## config.mk

```make
export PLATFORM = sky130hd
export DESIGN_NAME = fci_host
export DESIGN_NICKNAME = d
export VERILOG_FILES = /design/src/core/fci_pkg.sv /design/src/core/fci_bus_cycle.sv /design/src/core/fci_host.sv
export SDC_FILE = /design/constraint.sdc
export NUM_CORES = 1
export LEC_CHECK = 0
export BUFFER_PORTS_ARGS = -buffer_cell sky130_fd_sc_hd__buf_2
export CAP_MARGIN = 20
export CORE_MARGIN = 4
export CORE_UTILIZATION = 40
export CTS_CLUSTER_SIZE = 20
export DETAILED_ROUTE_END_ITERATION = 16
export GPL_TIMING_DRIVEN = 0
export PLACE_DENSITY = 0.67
export SLEW_MARGIN = 20
export SYNTH_ARGS = -nofsm -noshare
export SYNTH_HDL_FRONTEND = slang
export SYNTH_HIERARCHICAL = 1
export SYNTH_SLANG_ARGS = --single-unit
```

## constraint.sdc

```tcl
create_clock -name sys_clk -period 5.6 [get_ports sys_clk]
set_input_delay 0 -clock sys_clk [delete_from_list [all_inputs] [get_ports sys_clk]]
set_output_delay 0 -clock sys_clk [all_outputs]
set_load 0.1 [all_outputs]
```

## src/core/fci_pkg.sv

```systemverilog
package fci_pkg;

	// ----------------------------------------
	// widths
	// ----------------------------------------
	localparam int FCI_ADDR_W = 17;
	localparam int FCI_CNT_W  = 20;

	// ----------------------------------------
	// timing, printed figure then cycle count
	// ----------------------------------------
	localparam int FCI_CLK_NS     = 10;
	localparam int FCI_T_SETUP_NS = 20;      // address to strobe
	localparam int FCI_T_WE_NS    = 50;      // write strobe low width
	localparam int FCI_T_RD_NS    = 100;     // read access time
	localparam int FCI_T_VPP_NS   = 1000;    // supply settle before writes
	localparam int FCI_T_PROG_NS  = 10000;   // byte program, 10 us
	localparam int FCI_T_ERASE_NS = 9500000; // chip erase, 9.5 ms
	// least times round up
	localparam int FCI_SETUP_CYC =
		(FCI_T_SETUP_NS + FCI_CLK_NS - 1) / FCI_CLK_NS;
	localparam int FCI_WE_CYC = (FCI_T_WE_NS + FCI_CLK_NS - 1) / FCI_CLK_NS;
	localparam int FCI_RD_CYC = (FCI_T_RD_NS + FCI_CLK_NS - 1) / FCI_CLK_NS;
	localparam int FCI_VPP_CYC =
		(FCI_T_VPP_NS + FCI_CLK_NS - 1) / FCI_CLK_NS;
	localparam int FCI_PROG_CYC =
		(FCI_T_PROG_NS + FCI_CLK_NS - 1) / FCI_CLK_NS;
	localparam int FCI_ERASE_CYC =
		(FCI_T_ERASE_NS + FCI_CLK_NS - 1) / FCI_CLK_NS;
	localparam int FCI_POLL_MAX = 1048575; // read polls before timeout

	// ----------------------------------------
	// command bytes written to the latch, and the erased byte value
	// ----------------------------------------
	localparam logic [7:0] FCI_CMD_READ   = 8'h00;
	localparam logic [7:0] FCI_CMD_PROG   = 8'h40;
	localparam logic [7:0] FCI_CMD_PVER   = 8'hC0;
	localparam logic [7:0] FCI_CMD_APROG  = 8'h10;
	localparam logic [7:0] FCI_CMD_ERASE  = 8'h20;
	localparam logic [7:0] FCI_CMD_EVER   = 8'hA0;
	localparam logic [7:0] FCI_CMD_AERASE = 8'h30;
	localparam logic [7:0] FCI_CMD_RESET  = 8'hFF;
	localparam logic [7:0] FCI_CMD_ID     = 8'h80;
	localparam logic [7:0] FCI_CMD_CID    = 8'h90;
	localparam logic [7:0] FCI_ERASED     = 8'hFF;

	// ----------------------------------------
	// user operations and carriers
	// ----------------------------------------
	typedef enum logic [3:0] {
		FCI_OP_READ   = 4'h0,
		FCI_OP_PROG   = 4'h1,
		FCI_OP_APROG  = 4'h2,
		FCI_OP_ERASE  = 4'h3,
		FCI_OP_EVER   = 4'h4,
		FCI_OP_AERASE = 4'h5,
		FCI_OP_ABORT  = 4'h6,
		FCI_OP_ID     = 4'h7,
		FCI_OP_CID    = 4'h8,
		FCI_OP_RDMODE = 4'h9
	} fci_op_e;

	typedef struct packed {
		fci_op_e                op;
		logic [FCI_ADDR_W-1:0] addr;
		logic [7:0]            data;
	} fci_req_s;

	typedef struct packed {
		logic                  ce_n;
		logic                  oe_n;
		logic                  we_n;
		logic [FCI_ADDR_W-1:0] addr;
		logic [7:0]            dq_o;
		logic                  dq_oe;
	} fci_bus_s;

endpackage

```

## src/core/fci_bus_cycle.sv

```systemverilog
`timescale 1ns/1ps
module fci_bus_cycle
	import fci_pkg::*;
(
	input  wire logic                  sys_clk, // system clock
	input  wire logic                  rst,     // sync reset
	input  wire logic                  start,   // begin one bus cycle
	input  wire logic                  wr,      // 1 write, 0 read
	input  wire logic [FCI_ADDR_W-1:0] addr,    // cycle address
	input  wire logic [7:0]            wdata,   // write byte
	input  wire logic [7:0]            dq_i,    // data lines in
	output fci_bus_s                   bus,     // pins to the flash
	output logic [7:0]                 rdata,   // byte read
	output logic                       done     // cycle finished pulse
);

	typedef enum logic [1:0] {
		FCI_B_IDLE   = 2'b00,
		FCI_B_SETUP  = 2'b01,
		FCI_B_STROBE = 2'b10,
		FCI_B_HOLD   = 2'b11
	} fci_bst_e;

	localparam fci_bus_s FCI_BUS_IDLE = '{1'b1, 1'b1, 1'b1, '0, '0, 1'b0};

	fci_bst_e       st_r, st_nxt;
	fci_bus_s       bus_r, bus_nxt;
	logic [7:0]     rdata_r, rdata_nxt;
	logic           done_r, done_nxt;
	logic [3:0]     cnt_r, cnt_nxt;

	// ----------------------------------------
	// cycle sequencer
	// ----------------------------------------
	// address and data held over the whole cycle, so both latch edges
	// of the write strobe see stable values
	always_comb begin
		st_nxt    = st_r;
		bus_nxt   = bus_r;
		rdata_nxt = rdata_r;
		done_nxt  = 1'b0;
		cnt_nxt   = cnt_r;
		unique case (st_r)
			FCI_B_IDLE: begin
				if (start) begin
					bus_nxt.ce_n  = 1'b0;
					bus_nxt.addr  = addr;
					bus_nxt.dq_o  = wdata;
					bus_nxt.dq_oe = wr;
					cnt_nxt       = 4'(FCI_SETUP_CYC - 1);
					st_nxt        = FCI_B_SETUP;
				end
			end
			FCI_B_SETUP: begin
				cnt_nxt = cnt_r - 4'h1;
				if (cnt_r == 4'h0) begin
					// never strobe write with output enable low
					bus_nxt.we_n = ~bus_r.dq_oe;
					bus_nxt.oe_n = bus_r.dq_oe;
					cnt_nxt = bus_r.dq_oe ? 4'(FCI_WE_CYC - 1)
					                      : 4'(FCI_RD_CYC - 1);
					st_nxt  = FCI_B_STROBE;
				end
			end
			FCI_B_STROBE: begin
				cnt_nxt = cnt_r - 4'h1;
				if (cnt_r == 4'h0) begin
					if (!bus_r.dq_oe)
						rdata_nxt = dq_i;
					bus_nxt.we_n = 1'b1;
					bus_nxt.oe_n = 1'b1;
					st_nxt       = FCI_B_HOLD;
				end
			end
			FCI_B_HOLD: begin
				// data dropped one edge after the strobe rises; the address
				// stays put so a polled byte never sees its address move
				bus_nxt      = FCI_BUS_IDLE;
				bus_nxt.addr = bus_r.addr;
				done_nxt = 1'b1;
				st_nxt   = FCI_B_IDLE;
			end
		endcase
	end

	always_ff @(posedge sys_clk) begin
		if (rst) begin
			st_r    <= FCI_B_IDLE;
			bus_r   <= FCI_BUS_IDLE;
			rdata_r <= 8'h00;
			done_r  <= 1'b0;
			cnt_r   <= 4'h0;
		end else begin
			st_r    <= st_nxt;
			bus_r   <= bus_nxt;
			rdata_r <= rdata_nxt;
			done_r  <= done_nxt;
			cnt_r   <= cnt_nxt;
		end
	end

	assign bus   = bus_r;
	assign rdata = rdata_r;
	assign done  = done_r;

	// ----------------------------------------
	// checks
	// ----------------------------------------
	a_we_needs_oe: assert property (@(posedge sys_clk) disable iff (rst)
		!bus_r.we_n |-> (!bus_r.ce_n && bus_r.oe_n))
		else $error("write strobe without chip enable or with oe low");
	a_addr_held: assert property (@(posedge sys_clk) disable iff (rst)
		(!bus_r.ce_n && !$past(bus_r.ce_n)) |-> $stable(bus_r.addr))
		else $error("address moved inside a bus cycle");
	a_data_at_rise: assert property (@(posedge sys_clk) disable iff (rst)
		$rose(bus_r.we_n) |-> (bus_r.dq_oe && $stable(bus_r.dq_o)))
		else $error("write data not held across strobe rise");
	a_no_drive_rd: assert property (@(posedge sys_clk) disable iff (rst)
		!bus_r.oe_n |-> !bus_r.dq_oe)
		else $error("host drives data while flash output enabled");
	a_we_width: assert property (@(posedge sys_clk) disable iff (rst)
		$fell(bus_r.we_n) |-> !bus_r.we_n [*5] ##1 bus_r.we_n)
		else $error("write strobe width wrong");

endmodule

```

## src/core/fci_host.sv

```systemverilog
`timescale 1ns/1ps
// Notes on behaviour
// - write needs strobe low, chip enable low, oe high, supply high.
// - address taken at strobe fall, data at strobe rise; hold both.
// - program: 40H then address and data; 10 us internal timer.
// - after program write C0H then read back verify data.
// - host keeps address fixed while polling auto program.
// - chip erase is 20H twice; 9.5 ms internal timer.
// - erase verify writes A0H with address, then reads it.
// - two FFH writes abort program or erase, back to read mode.
module fci_host
	import fci_pkg::*;
#(
	parameter int ERASE_CYC = FCI_ERASE_CYC, // chip erase wait
	parameter int POLL_MAX  = FCI_POLL_MAX   // polls before timeout
) (
	input  wire logic        sys_clk,   // 100 MHz clock
	input  wire logic        rst,       // sync reset, active high
	input  wire logic        req_valid, // request offered
	input  fci_req_s         req,       // operation, address, data
	output logic             req_ready, // request taken when valid
	output logic             rsp_valid, // operation finished pulse
	output logic [7:0]       rsp_data,  // byte read or polled
	output logic             rsp_err,   // timeout or erase not armed
	output logic             vpp_hi,    // select high program supply
	output fci_bus_s         bus,       // flash pins
	input  wire logic [7:0]  dq_i       // flash data lines in
);

	typedef enum logic [3:0] {
		FCI_S_IDLE = 4'h0,
		FCI_S_VPP  = 4'h1,
		FCI_S_W1   = 4'h2,
		FCI_S_W2   = 4'h3,
		FCI_S_WAIT = 4'h4,
		FCI_S_VER  = 4'h5,
		FCI_S_RD   = 4'h6,
		FCI_S_POLL = 4'h7,
		FCI_S_DONE = 4'h8
	} fci_st_e;

	fci_st_e               st_r, st_nxt;
	fci_req_s              req_r, req_nxt;
	logic [FCI_CNT_W-1:0]  cnt_r, cnt_nxt;
	logic                  ready_r, ready_nxt;
	logic                  rvld_r, rvld_nxt;
	logic [7:0]            rdat_r, rdat_nxt;
	logic                  err_r, err_nxt;
	logic                  vpp_r, vpp_nxt;
	logic                  armed_r, armed_nxt;
	logic                  go_r, go_nxt;
	logic                  wr_r, wr_nxt;
	logic [7:0]            wd_r, wd_nxt;
	logic [7:0]            bus_rd;
	logic                  bus_done;

	// ----------------------------------------
	// per operation decode
	// ----------------------------------------
	logic [7:0] c1;
	logic       has_w2;
	logic [7:0] w2_data;
	logic       fin_rd;
	logic       polls;
	logic       is_erase;

	always_comb begin
		c1       = FCI_CMD_READ;
		has_w2   = 1'b0;
		w2_data  = req_r.data;
		fin_rd   = 1'b0;
		polls    = 1'b0;
		is_erase = 1'b0;
		unique case (req_r.op)
			FCI_OP_PROG: begin
				c1 = FCI_CMD_PROG;
				has_w2 = 1'b1;
			end
			FCI_OP_APROG: begin
				c1 = FCI_CMD_APROG;
				has_w2 = 1'b1;
				polls = 1'b1;
			end
			FCI_OP_ERASE: begin
				c1 = FCI_CMD_ERASE;
				has_w2 = 1'b1;
				w2_data = FCI_CMD_ERASE;
				is_erase = 1'b1;
			end
			FCI_OP_EVER: begin
				c1 = FCI_CMD_EVER;
				fin_rd = 1'b1;
			end
			FCI_OP_AERASE: begin
				c1 = FCI_CMD_AERASE;
				has_w2 = 1'b1;
				w2_data = FCI_CMD_AERASE;
				polls = 1'b1;
				is_erase = 1'b1;
			end
			FCI_OP_ABORT: begin
				c1 = FCI_CMD_RESET;
				has_w2 = 1'b1;
				w2_data = FCI_CMD_RESET;
			end
			FCI_OP_ID: begin
				c1 = FCI_CMD_ID;
				fin_rd = 1'b1;
			end
			FCI_OP_CID: begin
				c1 = FCI_CMD_CID;
				fin_rd = 1'b1;
			end
			default: begin
				c1 = FCI_CMD_READ;
			end
		endcase
	end

	// poll finished: true byte back, or top bit set for erase
	logic poll_hit;
	assign poll_hit = (req_r.op == FCI_OP_APROG) ?
		(bus_rd == req_r.data) : bus_rd[7];

	// ----------------------------------------
	// operation sequencer
	// ----------------------------------------
	// one bus cycle at a time; nothing is written while the flash is
	// timing an operation, so no write can land inside one
	always_comb begin
		st_nxt    = st_r;
		req_nxt   = req_r;
		cnt_nxt   = cnt_r;
		ready_nxt = ready_r;
		rvld_nxt  = 1'b0;
		rdat_nxt  = rdat_r;
		err_nxt   = err_r;
		vpp_nxt   = vpp_r;
		armed_nxt = armed_r;
		go_nxt    = 1'b0;
		wr_nxt    = wr_r;
		wd_nxt    = wd_r;
		unique case (st_r)
			FCI_S_IDLE: begin
				if (req_valid && ready_r) begin
					req_nxt   = req;
					ready_nxt = 1'b0;
					err_nxt   = 1'b0;
					if (req.op == FCI_OP_READ) begin
						go_nxt = 1'b1;
						wr_nxt = 1'b0;
						st_nxt = FCI_S_RD;
					end else begin
						vpp_nxt = 1'b1;
						cnt_nxt = FCI_CNT_W'(FCI_VPP_CYC - 1);
						st_nxt  = FCI_S_VPP;
					end
				end
			end
			FCI_S_VPP: begin
				cnt_nxt = cnt_r - 1'b1;
				if (cnt_r == '0) begin
					go_nxt = 1'b1;
					wr_nxt = 1'b1;
					wd_nxt = c1;
					st_nxt = FCI_S_W1;
				end
			end
			FCI_S_W1: begin
				if (bus_done) begin
					go_nxt = has_w2 | fin_rd;
					wr_nxt = has_w2;
					wd_nxt = w2_data;
					st_nxt = has_w2 ? FCI_S_W2 :
					         fin_rd ? FCI_S_RD : FCI_S_DONE;
				end
			end
			FCI_S_W2: begin
				if (bus_done) begin
					if (req_r.op == FCI_OP_PROG) begin
						armed_nxt = 1'b1;
						cnt_nxt = FCI_CNT_W'(FCI_PROG_CYC - 1);
						st_nxt  = FCI_S_WAIT;
					end else if (req_r.op == FCI_OP_ERASE) begin
						err_nxt = ~armed_r;
						cnt_nxt = FCI_CNT_W'(ERASE_CYC - 1);
						st_nxt  = FCI_S_WAIT;
					end else if (polls) begin
						if (req_r.op == FCI_OP_APROG)
							armed_nxt = 1'b1;
						else
							err_nxt = ~armed_r;
						go_nxt  = 1'b1;
						wr_nxt  = 1'b0;
						cnt_nxt = '0;
						st_nxt  = FCI_S_POLL;
					end else begin
						st_nxt = FCI_S_DONE;
					end
				end
			end
			FCI_S_WAIT: begin
				cnt_nxt = cnt_r - 1'b1;
				if (cnt_r == '0) begin
					go_nxt = ~is_erase;
					wr_nxt = 1'b1;
					wd_nxt = FCI_CMD_PVER;
					st_nxt = is_erase ? FCI_S_DONE : FCI_S_VER;
				end
			end
			FCI_S_VER: begin
				if (bus_done) begin
					go_nxt = 1'b1;
					wr_nxt = 1'b0;
					st_nxt = FCI_S_RD;
				end
			end
			FCI_S_RD: begin
				if (bus_done) begin
					rdat_nxt = bus_rd;
					if (req_r.op == FCI_OP_EVER && bus_rd != FCI_ERASED)
						armed_nxt = 1'b1;
					st_nxt = FCI_S_DONE;
				end
			end
			FCI_S_POLL: begin
				// address stays on the requested byte, under auto program or auto erase
				if (bus_done) begin
					rdat_nxt = bus_rd;
					cnt_nxt  = cnt_r + 1'b1;
					if (poll_hit) begin
						st_nxt = FCI_S_DONE;
					end else if (cnt_r == FCI_CNT_W'(POLL_MAX)) begin
						err_nxt = 1'b1;
						st_nxt  = FCI_S_DONE;
					end else begin
						go_nxt = 1'b1;
						wr_nxt = 1'b0;
					end
				end
			end
			FCI_S_DONE: begin
				// dropping the supply returns the latch to read
				vpp_nxt   = 1'b0;
				rvld_nxt  = 1'b1;
				ready_nxt = 1'b1;
				st_nxt    = FCI_S_IDLE;
			end
			default: begin
				st_nxt = FCI_S_IDLE;
			end
		endcase
	end

	always_ff @(posedge sys_clk) begin
		if (rst) begin
			st_r    <= FCI_S_IDLE;
			req_r   <= '{FCI_OP_READ, '0, 8'h00};
			cnt_r   <= '0;
			ready_r <= 1'b1;
			rvld_r  <= 1'b0;
			rdat_r  <= 8'h00;
			err_r   <= 1'b0;
			vpp_r   <= 1'b0;
			armed_r <= 1'b0;
			go_r    <= 1'b0;
			wr_r    <= 1'b0;
			wd_r    <= 8'h00;
		end else begin
			st_r    <= st_nxt;
			req_r   <= req_nxt;
			cnt_r   <= cnt_nxt;
			ready_r <= ready_nxt;
			rvld_r  <= rvld_nxt;
			rdat_r  <= rdat_nxt;
			err_r   <= err_nxt;
			vpp_r   <= vpp_nxt;
			armed_r <= armed_nxt;
			go_r    <= go_nxt;
			wr_r    <= wr_nxt;
			wd_r    <= wd_nxt;
		end
	end

	// ----------------------------------------
	// pin cycle engine
	// ----------------------------------------
	fci_bus_cycle u_cyc (
		.sys_clk (sys_clk),
		.rst     (rst),
		.start   (go_r),
		.wr      (wr_r),
		.addr    (req_r.addr),
		.wdata   (wd_r),
		.dq_i    (dq_i),
		.bus     (bus),
		.rdata   (bus_rd),
		.done    (bus_done)
	);

	assign req_ready = ready_r;
	assign rsp_valid = rvld_r;
	assign rsp_data  = rdat_r;
	assign rsp_err   = err_r;
	assign vpp_hi    = vpp_r;

	// ----------------------------------------
	// checks
	// ----------------------------------------
	a_write_vpp_hi: assert property (@(posedge sys_clk) disable iff (rst)
		!bus.we_n |-> vpp_r)
		else $error("write strobe without high supply");
	a_wait_no_wr: assert property (@(posedge sys_clk) disable iff (rst)
		(st_r == FCI_S_WAIT) |-> (bus.we_n && bus.ce_n))
		else $error("bus used during timed operation");
	a_prog_time: assert property (@(posedge sys_clk) disable iff (rst)
		(st_r == FCI_S_W2 && bus_done && req_r.op == FCI_OP_PROG)
		|=> (st_r == FCI_S_WAIT && cnt_r == FCI_CNT_W'(FCI_PROG_CYC - 1)))
		else $error("program wait not loaded with 10 us");
	a_verify_cmd: assert property (@(posedge sys_clk) disable iff (rst)
		(st_r == FCI_S_VER && $rose(bus.we_n)) |-> bus.dq_o == FCI_CMD_PVER)
		else $error("verify command byte wrong");
	a_poll_addr: assert property (@(posedge sys_clk) disable iff (rst)
		(st_r == FCI_S_POLL) |-> bus.addr == req_r.addr)
		else $error("poll address moved");
	a_done_pulse: assert property (@(posedge sys_clk) disable iff (rst)
		rsp_valid |-> (req_ready && !vpp_hi) ##1 !rsp_valid)
		else $error("response not a single pulse");

endmodule

```

After elaboration in Yosys (flattened, before gate mapping)
Index checks and enable logic that the tools add are counted.
{"block": "op_classes", "n_addsub": 3, "eq_ne": 50, "muxes": 102, "bitwise": 5, "n_reduce_logical": 38}
{"cell": "$mux W20", "count": 7}
{"cell": "$pmux W20 S4", "count": 1}
{"cell": "$mux W4", "count": 19}
{"cell": "$pmux W8 S8", "count": 1}
{"cell": "$pmux W26 S2", "count": 1}
{"cell": "$mux W1", "count": 51}
{"cell": "$pmux W8 S3", "count": 2}
{"cell": "$eq A4 B3 Y1 const B", "count": 8}
{"cell": "$pmux W4 S8", "count": 1}
{"cell": "$mux W26", "count": 1}
{"cell": "$ne A2 B2 Y1 const B", "count": 13}
{"cell": "$mux W8", "count": 3}
{"cell": "$add A20 B1 Y20 const B", "count": 1}
{"cell": "$eq A20 B20 Y1 const B", "count": 1}
{"cell": "$logic_not A20 Y1", "count": 1}
{"cell": "$sub A20 B1 Y20 const B", "count": 1}
{"cell": "$ne A3 B3 Y1 const B", "count": 6}
{"cell": "$reduce_and A9 Y1", "count": 2}
{"cell": "$eq A4 B2 Y1 const B", "count": 4}
{"cell": "$ne A2 B1 Y1 const B", "count": 8}
{"cell": "$reduce_and A3 Y1", "count": 5}
{"cell": "$reduce_and A13 Y1", "count": 1}
{"cell": "$logic_not A4 Y1", "count": 3}
{"cell": "$pmux W4 S3", "count": 1}
{"cell": "31 further kinds", "count": 56}
{"block": "word_totals", "register_bits": 120, "input_bits": 40, "out_inout_bits": 41, "word_cells": 222}

Logic depth before layout (Yosys ltp)
Gate-level depths: netlist of run 1.
{"block": "logic_depth", "depth_word": 8, "depth_mapped": 11, "depth_no_buf": 11}

Hierarchy
The synthesis of run 1 kept the hierarchy.
{"mod": "fci_host", "n_inst": 1, "cells_per_inst": 625, "area_each_um2": 4638.2, "seq_area_each_um2": 1521.5}
{"mod": "fci_bus_cycle", "n_inst": 1, "cells_per_inst": 246, "area_each_um2": 2018.2, "seq_area_each_um2": 880.8}

Worst setup path before layout of run 1
OpenSTA, ideal clock, no wires.
{"block": "synth_path", "path_kind": "register to register", "startpoint": "reg, netlist name st_r[2]", "endpoint": "reg, netlist name cnt_r[9]", "setup_ns": 0.088, "arrival_ns": 3.536, "t_required_ns": 5.512, "setup_slack_ns": 1.976, "path_stages_with_launch": 12, "path_buffers": 0, "synth_period_minus_slack_ns": 3.624, "path_cell_list": "dfxtp_1 inv_1 nor2_1 nand3_1 ha_1 and3_1 a221o_1 a21o_1 o21a_1 o31a_1 a211o_1 a311oi_2"}

==> impl_summary.txt, run 1 <==
----------------------------------------------------
[Clock tree]
  Bufs on Longest Clock Path ... 2
  Cells resized by post-CTS repair ... 0
  TritonCTS clock tree ... yes
  Count of clock tree sinks ... 120
  Total CTS buffers ... 17
  Post-CTS Setup Repair Bufs ... 0
  CTS H-Tree Depth ... 4
  Cell chosen for the clock root ... sky130_fd_sc_hd__clkbuf_16
  Clock slew at reported path FFs ... around 0.06 ns
  Hold-fix buffers at CTS ... 37
  Clock latency of the later-clocked register in the worst-skew pair ... 0.42 ns

[Hold path]
  Worst-case hold path end point ... cnt_r[12]
  Hold Path Depth ... 4
  Min-delay worst type ... in -> reg
  Startpoint of the lowest-slack hold path ... rst

[Layout]
  Final core utilization ... around half
  Fraction of layout cells with a size suffix above 1 ... 12.2%
  Area of the multi-input gates ... 4020 um2
  Post-route non-filler standard cell count ... 1,235
  Net count reported at finish ... 1,076
  Relative area change from synthesis to final layout ... 24.0%
  Register Area ... 2400 um2
  ANT cells ... 0
  Number of fill cells ... 1,541
  Finished layout cell area ... 8260 um2

[Synthesis]
  Synthesized instance count ... ~870
  Prevailing post-synth register cell ... sky130_fd_sc_hd__dfxtp_1
  Part of the Yosys area used for sequential elements ... 36.1%
  EDFF count, synth ... 0
  Count leader, synth ... sky130_fd_sc_hd__nand2_1
  Area leader, netlist ... sky130_fd_sc_hd__dfxtp_1
  Total of flip-flops plus latches after synthesis ... 120
  Syn_nets ... between 900 and 1,000
  Share of synthesized registers carrying an async set or reset ... 0%
  Yosys warns ... 6
  Area share of the leading cell type in the synthesized netlist ... 36.1%
  Largest cells by area after synthesis ... sky130_fd_sc_hd__dfxtp_1, sky130_fd_sc_hd__a21oi_1, sky130_fd_sc_hd__nand2_1
  Mean cell area of the mapped netlist ... 7.64 um2
  Netlist Area Pre-Place ... 6660 um2
  Commonest cells in the synthesized netlist ... sky130_fd_sc_hd__nand2_1, sky130_fd_sc_hd__a21oi_1, sky130_fd_sc_hd__dfxtp_1
  Unique cell type count in the Yosys netlist ... 63

[GRT]
  Global-route wire length before repair ... roughly 33,000 um
  Antenna violations before repair ... 0
  Maximum number of pins on one net before global-route repair ... 26
  Via count of the first global-routing pass ... 6,479
  Combined global-route utilization of all metal layers ... 22.5%
  Total congestion overflow after global routing ... 0

[Critical path]
  Critical Path Start Type ... register
  Worst Path Required ... 5.93 ns
  CP max FO ... 25
  Crit Path Class ... reg -> reg
  Category of the worst setup path capture point ... register
  Cells on worst reg2reg path ... 11
  Flop-to-flop setup slack ... approximately 1.4 ns
  Critical register-to-register path endpoint ... cnt_r[19]
  Worst EP arrival ... 4.57 ns
  Beginning of the worst register-to-register path ... st_r[2]

[Placement]
  Count of input and output buffers ... 80
  Post-detailed-placement half-perimeter wirelength ... 15,000 um
  Placed cell area ... 7330 um2
  GPL Wtd Cong ... 0.927
  Number of placed instances, taps included ... 1,167

[Die]
  Die Width ... 137 um
  Count of pins on the block boundary ... ~80
  Row cnt ... 46
  Die footprint ... about 19,000 um2
  Initial standard-cell utilization of the core ... between 40% and 50%
  Die outline height ... roughly 140 um
  Core footprint ... 16,100 um2

[Drt]
  Number of iterations in the first detailed-routing pass ... 5
  Antenna viol nets, final ... 0
  DR DRC count ... 0
  Iteration-0 DRC Markers ... 493
  Final WL ... 20,700 um
  Wire per inst ... 16.8 um
  Routed vias ... 6,842
  Vias per cell ... 5.54

[Timing]
  Largest clock skew in the final design ... just over 0.008 ns
  Accumulated negative setup slack ... 0 ns
  Least-Margin Pin Slew ... 0.897 ns
  Count of pins over their slew limit ... 0
  Maximum clock frequency ... ~240 MHz
  Share of the clock period used by the worst path after layout ... 75.7%
  Final period demand of the worst path ... ~4.2 ns
  Setup repair after global routing missed its margin ... no
  Number of failing setup endpoints in the final timing report ... 0
  Worst rel slew slack ... 39.3%
  Final Hold Viols ... 0

[Pwr]
  Lkg Pwr ... about 3.3 nW
  Max VDD drop ... around 0.00026 V
  Areal power density over the cells ... 492 nW/um2

[Job]
  Count of max-cap constraint violations ... 0

[Run status]
  Outcome ... complete, no violations

----------------------------------------------------
==> worst max-delay path, cell delays in order (launching register included) <==
cell,delay [ns]
sky130_fd_sc_hd__dfxtp_1,0.44
sky130_fd_sc_hd__inv_1,0.12
sky130_fd_sc_hd__nor2_1,0.44
sky130_fd_sc_hd__nand3_2,0.61
sky130_fd_sc_hd__ha_1,0.59
sky130_fd_sc_hd__and3_1,0.20
sky130_fd_sc_hd__a221o_1,0.39
sky130_fd_sc_hd__a22oi_1,0.36
sky130_fd_sc_hd__a211oi_1,0.16
sky130_fd_sc_hd__a211oi_1,0.31
sky130_fd_sc_hd__mux2_2,0.37
sky130_fd_sc_hd__o22ai_1,0.16
==> cell usage in the layout, fill, tap and decap left out, types with 5 or more instances in the layout <==
master	count
sky130_fd_sc_hd__dlygate4sd3_1	37
sky130_fd_sc_hd__o21ai_0	35
sky130_fd_sc_hd__mux2i_1	6
sky130_fd_sc_hd__buf_2	83
sky130_fd_sc_hd__nor4_1	12
sky130_fd_sc_hd__or3_1	7
sky130_fd_sc_hd__a31oi_1	7
sky130_fd_sc_hd__nor3_1	22
sky130_fd_sc_hd__o21bai_1	5
sky130_fd_sc_hd__dfxtp_1	120
sky130_fd_sc_hd__nor2b_1	9
sky130_fd_sc_hd__xnor2_1	7
sky130_fd_sc_hd__clkbuf_1	38
sky130_fd_sc_hd__xor2_1	12
sky130_fd_sc_hd__nand2b_1	21
sky130_fd_sc_hd__nand4_1	9
sky130_fd_sc_hd__and2_1	5
sky130_fd_sc_hd__o211ai_1	5
sky130_fd_sc_hd__and3_1	5
sky130_fd_sc_hd__buf_1	8
sky130_fd_sc_hd__nand2_1	129
sky130_fd_sc_hd__clkbuf_16	17
sky130_fd_sc_hd__clkinvlp_4	5
sky130_fd_sc_hd__a211oi_1	11
sky130_fd_sc_hd__inv_1	15
sky130_fd_sc_hd__ha_1	28
sky130_fd_sc_hd__a21o_1	13
sky130_fd_sc_hd__nand3_1	29
sky130_fd_sc_hd__nor2_1	88
sky130_fd_sc_hd__nor3b_1	20
sky130_fd_sc_hd__a21oi_1	128
sky130_fd_sc_hd__o21a_1	6
sky130_fd_sc_hd__o31a_1	6
sky130_fd_sc_hd__o31ai_1	5
sky130_fd_sc_hd__nor4b_1	5
==> power breakdown <==
part           total (mW)  switching [mW]  internal (mW)
clock network        1.03           0.410          0.618
logic                1.92            1.18          0.741
registers            1.11           0.132          0.981
==> through the flow <==
stage	hold slack [ns]	worst slack, ns	total power [mW]
after detailed placement	0.245	0.994	2.98
after CTS	0.105	0.980	4.03
after floorplan	0.136	1.98	2.55
final	0.115	1.36	4.06
after global placement	0.243	1.02	2.97
after global routing	0.125	1.06	4.35
==> per-layer routing <==
| layer | global-route usage [%] | routed length, um |
|---|---|---|
| met5 | 0 | 0 |
| met4 | 7.98 | 460 |
| met3 | 6.18 | 1350 |
| met2 | 36.0 | 9710 |
| met1 | 29.1 | 9210 |
==> flip-flops by register name, indices dropped and copies added, names as in the netlist <==
signal	count
u_cyc/done	1
req_ready	1
armed_r	1
rsp_data	8
wd_r	8
go_r	1
vpp_hi	1
u_cyc/st_r	2
cnt_r	20
rsp_valid	1
wr_r	1
u_cyc/cnt_r	4
req_r	29
u_cyc/bus	29
rsp_err	1
st_r	4
u_cyc/rdata	8
==> logic make-up (layout without fill, tap and decap cells) <==
kind of cell	after synthesis	after routing	share of synthesized area [%]
xor+xnor	19	19	2.50
simple gates	375	375	27.4
flops	120	120	36.1
compound gates	257	257	23.5
buf+inv	63	211	3.72
fa+ha+maj	29	29	5.56
mux	8	8	1.24
==> how the worst max path moves through the flow <==
stage | from | end | depth (start not counted)
2_1_floorplan | st_r[2] | cnt_r[9] | 11
3_3_place_gp | st_r[2] | cnt_r[19] | 11
3_5_place_dp | st_r[2] | cnt_r[19] | 11
4_1_cts | st_r[2] | cnt_r[19] | 11
5_1_grt | st_r[2] | cnt_r[19] | 11
6_report | st_r[2] | cnt_r[19] | 11
==> cell type report <==
| type | instances | area share, % |
|---|---|---|
| Buffer | 48 | 2.32 |
| Clock buffer | 20 | 5.41 |
| Clock inverter | 11 | 1.21 |
| Inverter | 15 | 0.682 |
| Multi-Input combinational cell | 688 | 48.7 |
| Sequential cell | 120 | 29.1 |
| Tap cell | 216 | 3.27 |
| Timing Repair Buffer | 117 | 9.34 |
(Power assumes the default switching activity.)
==> inputs of run 2 (changes only) <==
--- a/config.mk
+++ b/config.mk
@@ -5,6 +5,7 @@
 export SDC_FILE = /design/constraint.sdc
 export NUM_CORES = 1
 export LEC_CHECK = 0
+export ABC_AREA = 1
 export BUFFER_PORTS_ARGS = -buffer_cell sky130_fd_sc_hd__buf_2
 export CAP_MARGIN = 20
 export CORE_MARGIN = 4
@@ -12,7 +13,7 @@
 export CTS_CLUSTER_SIZE = 20
 export DETAILED_ROUTE_END_ITERATION = 16
 export GPL_TIMING_DRIVEN = 0
-export PLACE_DENSITY = 0.67
+export PLACE_DENSITY = 0.7
 export SLEW_MARGIN = 20
 export SYNTH_ARGS = -nofsm -noshare
 export SYNTH_HDL_FRONTEND = slang
==> constraint.sdc (replaced) <==
create_clock -name sys_clk -period 3.4 [get_ports sys_clk]
set_input_delay 0 -clock sys_clk [delete_from_list [all_inputs] [get_ports sys_clk]]
set_output_delay 0 -clock sys_clk [all_outputs]
set_load 0.1 [all_outputs]
==> impl_summary.txt, run 2 <==
----------------------------------------------------
[Run status]
  Outcome ... complete, no violations

[Layout]
  Fraction of layout cells with a size suffix above 1 ... 16.1% (+3.9 points)
  Number of fill cells ... 1,604 (+4.1%)
  Relative area change from synthesis to final layout ... 25.6%
  ANT cells ... 0 (unchanged)
  Post-route non-filler standard cell count ... 1,324 (+7.2%)
  Most frequent cells in the layout ... sky130_fd_sc_hd__nand2_1, sky130_fd_sc_hd__dfxtp_1, sky130_fd_sc_hd__nor2_1
  Most common cell after layout, fill and taps aside ... sky130_fd_sc_hd__nand2_1
  Net count reported at finish ... 1,165 (+8.3%)
  Finished layout cell area ... 8280 um2 (+0.26%)

[Drt]
  Number of iterations in the first detailed-routing pass ... 6 (+1)
  Antenna viol nets, final ... 0 (unchanged)
  Wire per inst ... 15.0 um (-11%)
  Final WL ... 19,800 um (-4.5%)
  Iteration-0 DRC Markers ... 549 (+11%)
  Vias per cell ... 5.20 (-6.2%)
  DR DRC count ... 0 (unchanged)
  Routed vias ... 6,879 (+0.54%)

[Pwr]
  Areal power density over the cells ... 1000 nW/um2 (+100%)
  P_int ... 4.39 mW (+88%)
  Relative contribution of sequential cells to total power ... 25.5% (-1.9 points)
  Sw Ratio ... 47.1% (+4.7 points)
  Clock network power share ... 23.0% (-2.3 points)
  Max VDD drop ... 0.000472 V (+84%)
  Power share of the combinational group ... 51.5% (+4.3 points)
  Sw Pwr ... 3.91 mW (+130%)
  Lkg Pwr ... 3.75 nW (+15%)

[Critical path]
  Worst Path Required ... 3.68 ns (-2.25 ns)
  CP max FO ... 25 (unchanged)
  Flop-to-flop setup slack ... 0.68 ns (-0.69 ns)
  Crit Path Class ... reg -> reg
  Worst EP arrival ... 3.01 ns (-1.56 ns)
  Category of the worst setup path capture point ... register
  Critical Path Start Type ... register

[Timing]
  Largest clock skew in the final design ... 0.00811 ns (-0.000183 ns)
  Share of the clock period used by the worst path after layout ... 80.1% (+4.5 points)
  Number of failing setup endpoints in the final timing report ... 0 (unchanged)
  Setup repair after global routing missed its margin ... no
  Least-Margin Pin Slew ... 0.650 ns (-0.247 ns)
  Worst setup slack after layout ... 0.676 ns (-0.687 ns)
  Accumulated negative setup slack ... 0 ns (unchanged)
  Final Hold Viols ... 0 (unchanged)
  Hold slack ... 0.103 ns (-0.0118 ns)
  Maximum clock frequency ... 367 MHz (+56%)
  Count of pins over their slew limit ... 0 (unchanged)
  Worst rel slew slack ... 56.7% (+17 points)
  Final period demand of the worst path ... 2.72 ns (-1.51 ns)

[Die]
  Die footprint ... 18,600 um2 (-0.94%)
  Count of pins on the block boundary ... 81 (unchanged)
  Core footprint ... 16,000 um2 (-0.71%)
  Die outline height ... 136 um (-0.47%)
  Row cnt ... 46 (unchanged)
  Die Width ... 136 um (-0.47%)
  Initial standard-cell utilization of the core ... 41.2% (-0.12 points)

[Clock tree]
  CTS H-Tree Depth ... 4 (unchanged)
  Cell chosen for the clock root ... sky130_fd_sc_hd__clkbuf_16
  Post-CTS Setup Repair Bufs ... 0 (unchanged)
  Total CTS buffers ... 17 (unchanged)
  Clock slew at reported path FFs ... 0.06 ns (about the same)
  Bufs on Longest Clock Path ... 2 (unchanged)
  Count of clock tree sinks ... 120 (unchanged)
  TritonCTS clock tree ... yes
  Cells resized by post-CTS repair ... 0 (unchanged)
  Clock latency of the later-clocked register in the worst-skew pair ... 0.41 ns (about the same)

[Synthesis]
  Area leader, netlist ... sky130_fd_sc_hd__dfxtp_1
  Yosys warns ... 6 (unchanged)
  Commonest cells in the synthesized netlist ... sky130_fd_sc_hd__nand2_1, sky130_fd_sc_hd__dfxtp_1, sky130_fd_sc_hd__nor2_1
  EDFF count, synth ... 0 (unchanged)
  Syn_nets ... 1,028 (+9.4%)
  Synthesized instance count ... 959 (+10%)
  Largest cells by area after synthesis ... sky130_fd_sc_hd__dfxtp_1, sky130_fd_sc_hd__nand2_1, sky130_fd_sc_hd__a21oi_1
  Part of the Yosys area used for sequential elements ... 36.5% (+0.36 points)
  Prevailing post-synth register cell ... sky130_fd_sc_hd__dfxtp_1
  Unique cell type count in the Yosys netlist ... 43 (-32%)
  Mean cell area of the mapped netlist ... 6.87 um2 (-10%)
  Total of flip-flops plus latches after synthesis ... 120 (unchanged)
  Area share of the leading cell type in the synthesized netlist ... 36.5% (+0.36 points)
  Netlist Area Pre-Place ... 6590 um2 (-1.0%)
  Share of synthesized registers carrying an async set or reset ... 0% (unchanged)
  Count leader, synth ... sky130_fd_sc_hd__nand2_1

[Placement]
  Worst slack at placement ... 0.741 ns (-0.254 ns)
  GPL Wtd Cong ... 0.952 (+2.7%)
  Number of placed instances, taps included ... 1,255 (+7.5%)
  Post-detailed-placement half-perimeter wirelength ... 14,200 um (-5.2%)
  Placed cell area ... 7260 um2 (-0.91%)
  Count of input and output buffers ... 80 (unchanged)

[Hold path]
  Min-delay worst type ... in -> reg

[GRT]
  Combined global-route utilization of all metal layers ... 21.5% (-0.97 points)
  Maximum number of pins on one net before global-route repair ... 26 (unchanged)
  Antenna violations before repair ... 0 (unchanged)
  Via count of the first global-routing pass ... 6,576 (+1.5%)
  Total congestion overflow after global routing ... 0 (unchanged)
  Global-route wire length before repair ... 31,900 um (-4.6%)

[Job]
  Count of max-cap constraint violations ... 0 (unchanged)

----------------------------------------------------
## run 2: layout make-up
cell class | count | area [um2] | share of cell area [%]
buffer | 25 | 126 | 1.53
clock buffer | 25 | 526 | 6.35
clock inverter | 6 | 110 | 1.33
inverter | 94 | 353 | 4.26
multi-input combinational | 720 | 3710 | 44.8
sequential | 120 | 2400 | 29.0
tap | 216 | 270 | 3.27
timing repair buffer | 118 | 781 | 9.43
## run 2: kinds of logic (layout without fill, tap and decap cells)
family	after synthesis	count (layout)	synth area share, %
AND/OR/NAND/NOR	446	446	29.9
adder cells (fa/ha/maj)	29	29	5.62
flip-flops	120	120	36.5
AO/OA/AOI/OAI	237	237	19.7
XOR/XNOR	8	8	1.06
buffers and inverters	119	268	7.27
## run 2: per-stage QoR
stage                     utilization (%)  total power, mW
after detailed placement             45.4             6.30
after global placement               45.4             6.26
after floorplan                         -             5.36
after global routing                 51.7             8.92
final                                51.7             8.30
after CTS                            51.7             8.27
## run 2: worst paths after layout
kind,startpoint,to,cells past startpoint
worst max-delay path,st_r[3],cnt_r[9],14
worst min-delay path,req_valid,vpp_hi,5
worst max register to register,st_r[3],cnt_r[9],14
worst min register to register,rsp_data[1],rsp_data[1],2
## run 2: what timing repair did
action | in CTS | in global routing
endpoints found under the hold margin | 39 | 0
endpoints found under the setup margin | 0 | 0
hold buffers | 38 | 0
## run 2: per-layer routing
metal | track usage, % | vias up | routed length, um
met5 | 0 | - | 0
met4 | 8.01 | 0 | 415
met3 | 5.14 | 31 | 1230
met2 | 34.4 | 212 | 9130
met1 | 28.2 | 3153 | 9020
li1 | - | 3483 | -
## run 2: worst max-delay path, stage by stage (launching register included)
cell                      delay, ns
sky130_fd_sc_hd__dfxtp_1       0.36
sky130_fd_sc_hd__inv_2         0.09
sky130_fd_sc_hd__nand2_2       0.15
sky130_fd_sc_hd__nor2_4        0.07
sky130_fd_sc_hd__inv_2         0.39
sky130_fd_sc_hd__ha_1          0.39
sky130_fd_sc_hd__a21oi_1       0.23
sky130_fd_sc_hd__nand2_1       0.18
sky130_fd_sc_hd__nand2_1       0.10
sky130_fd_sc_hd__nand2_1       0.12
sky130_fd_sc_hd__nand2_1       0.09
sky130_fd_sc_hd__nand2_1       0.06
sky130_fd_sc_hd__xor2_1        0.15
sky130_fd_sc_hd__a21oi_1       0.16
sky130_fd_sc_hd__nor2_1        0.05
## run 2: power groups by stage
stage / Sequential [mW] / Clock, mW / Combinational (mW)
after global placement: 2.13 / 0 / 4.13
after CTS: 2.11 / 1.94 / 4.23
after detailed placement: 2.13 / 0 / 4.17
final: 2.12 / 1.91 / 4.28
after floorplan: 2.61 / 0 / 2.75
after global routing: 2.17 / 2.00 / 4.74
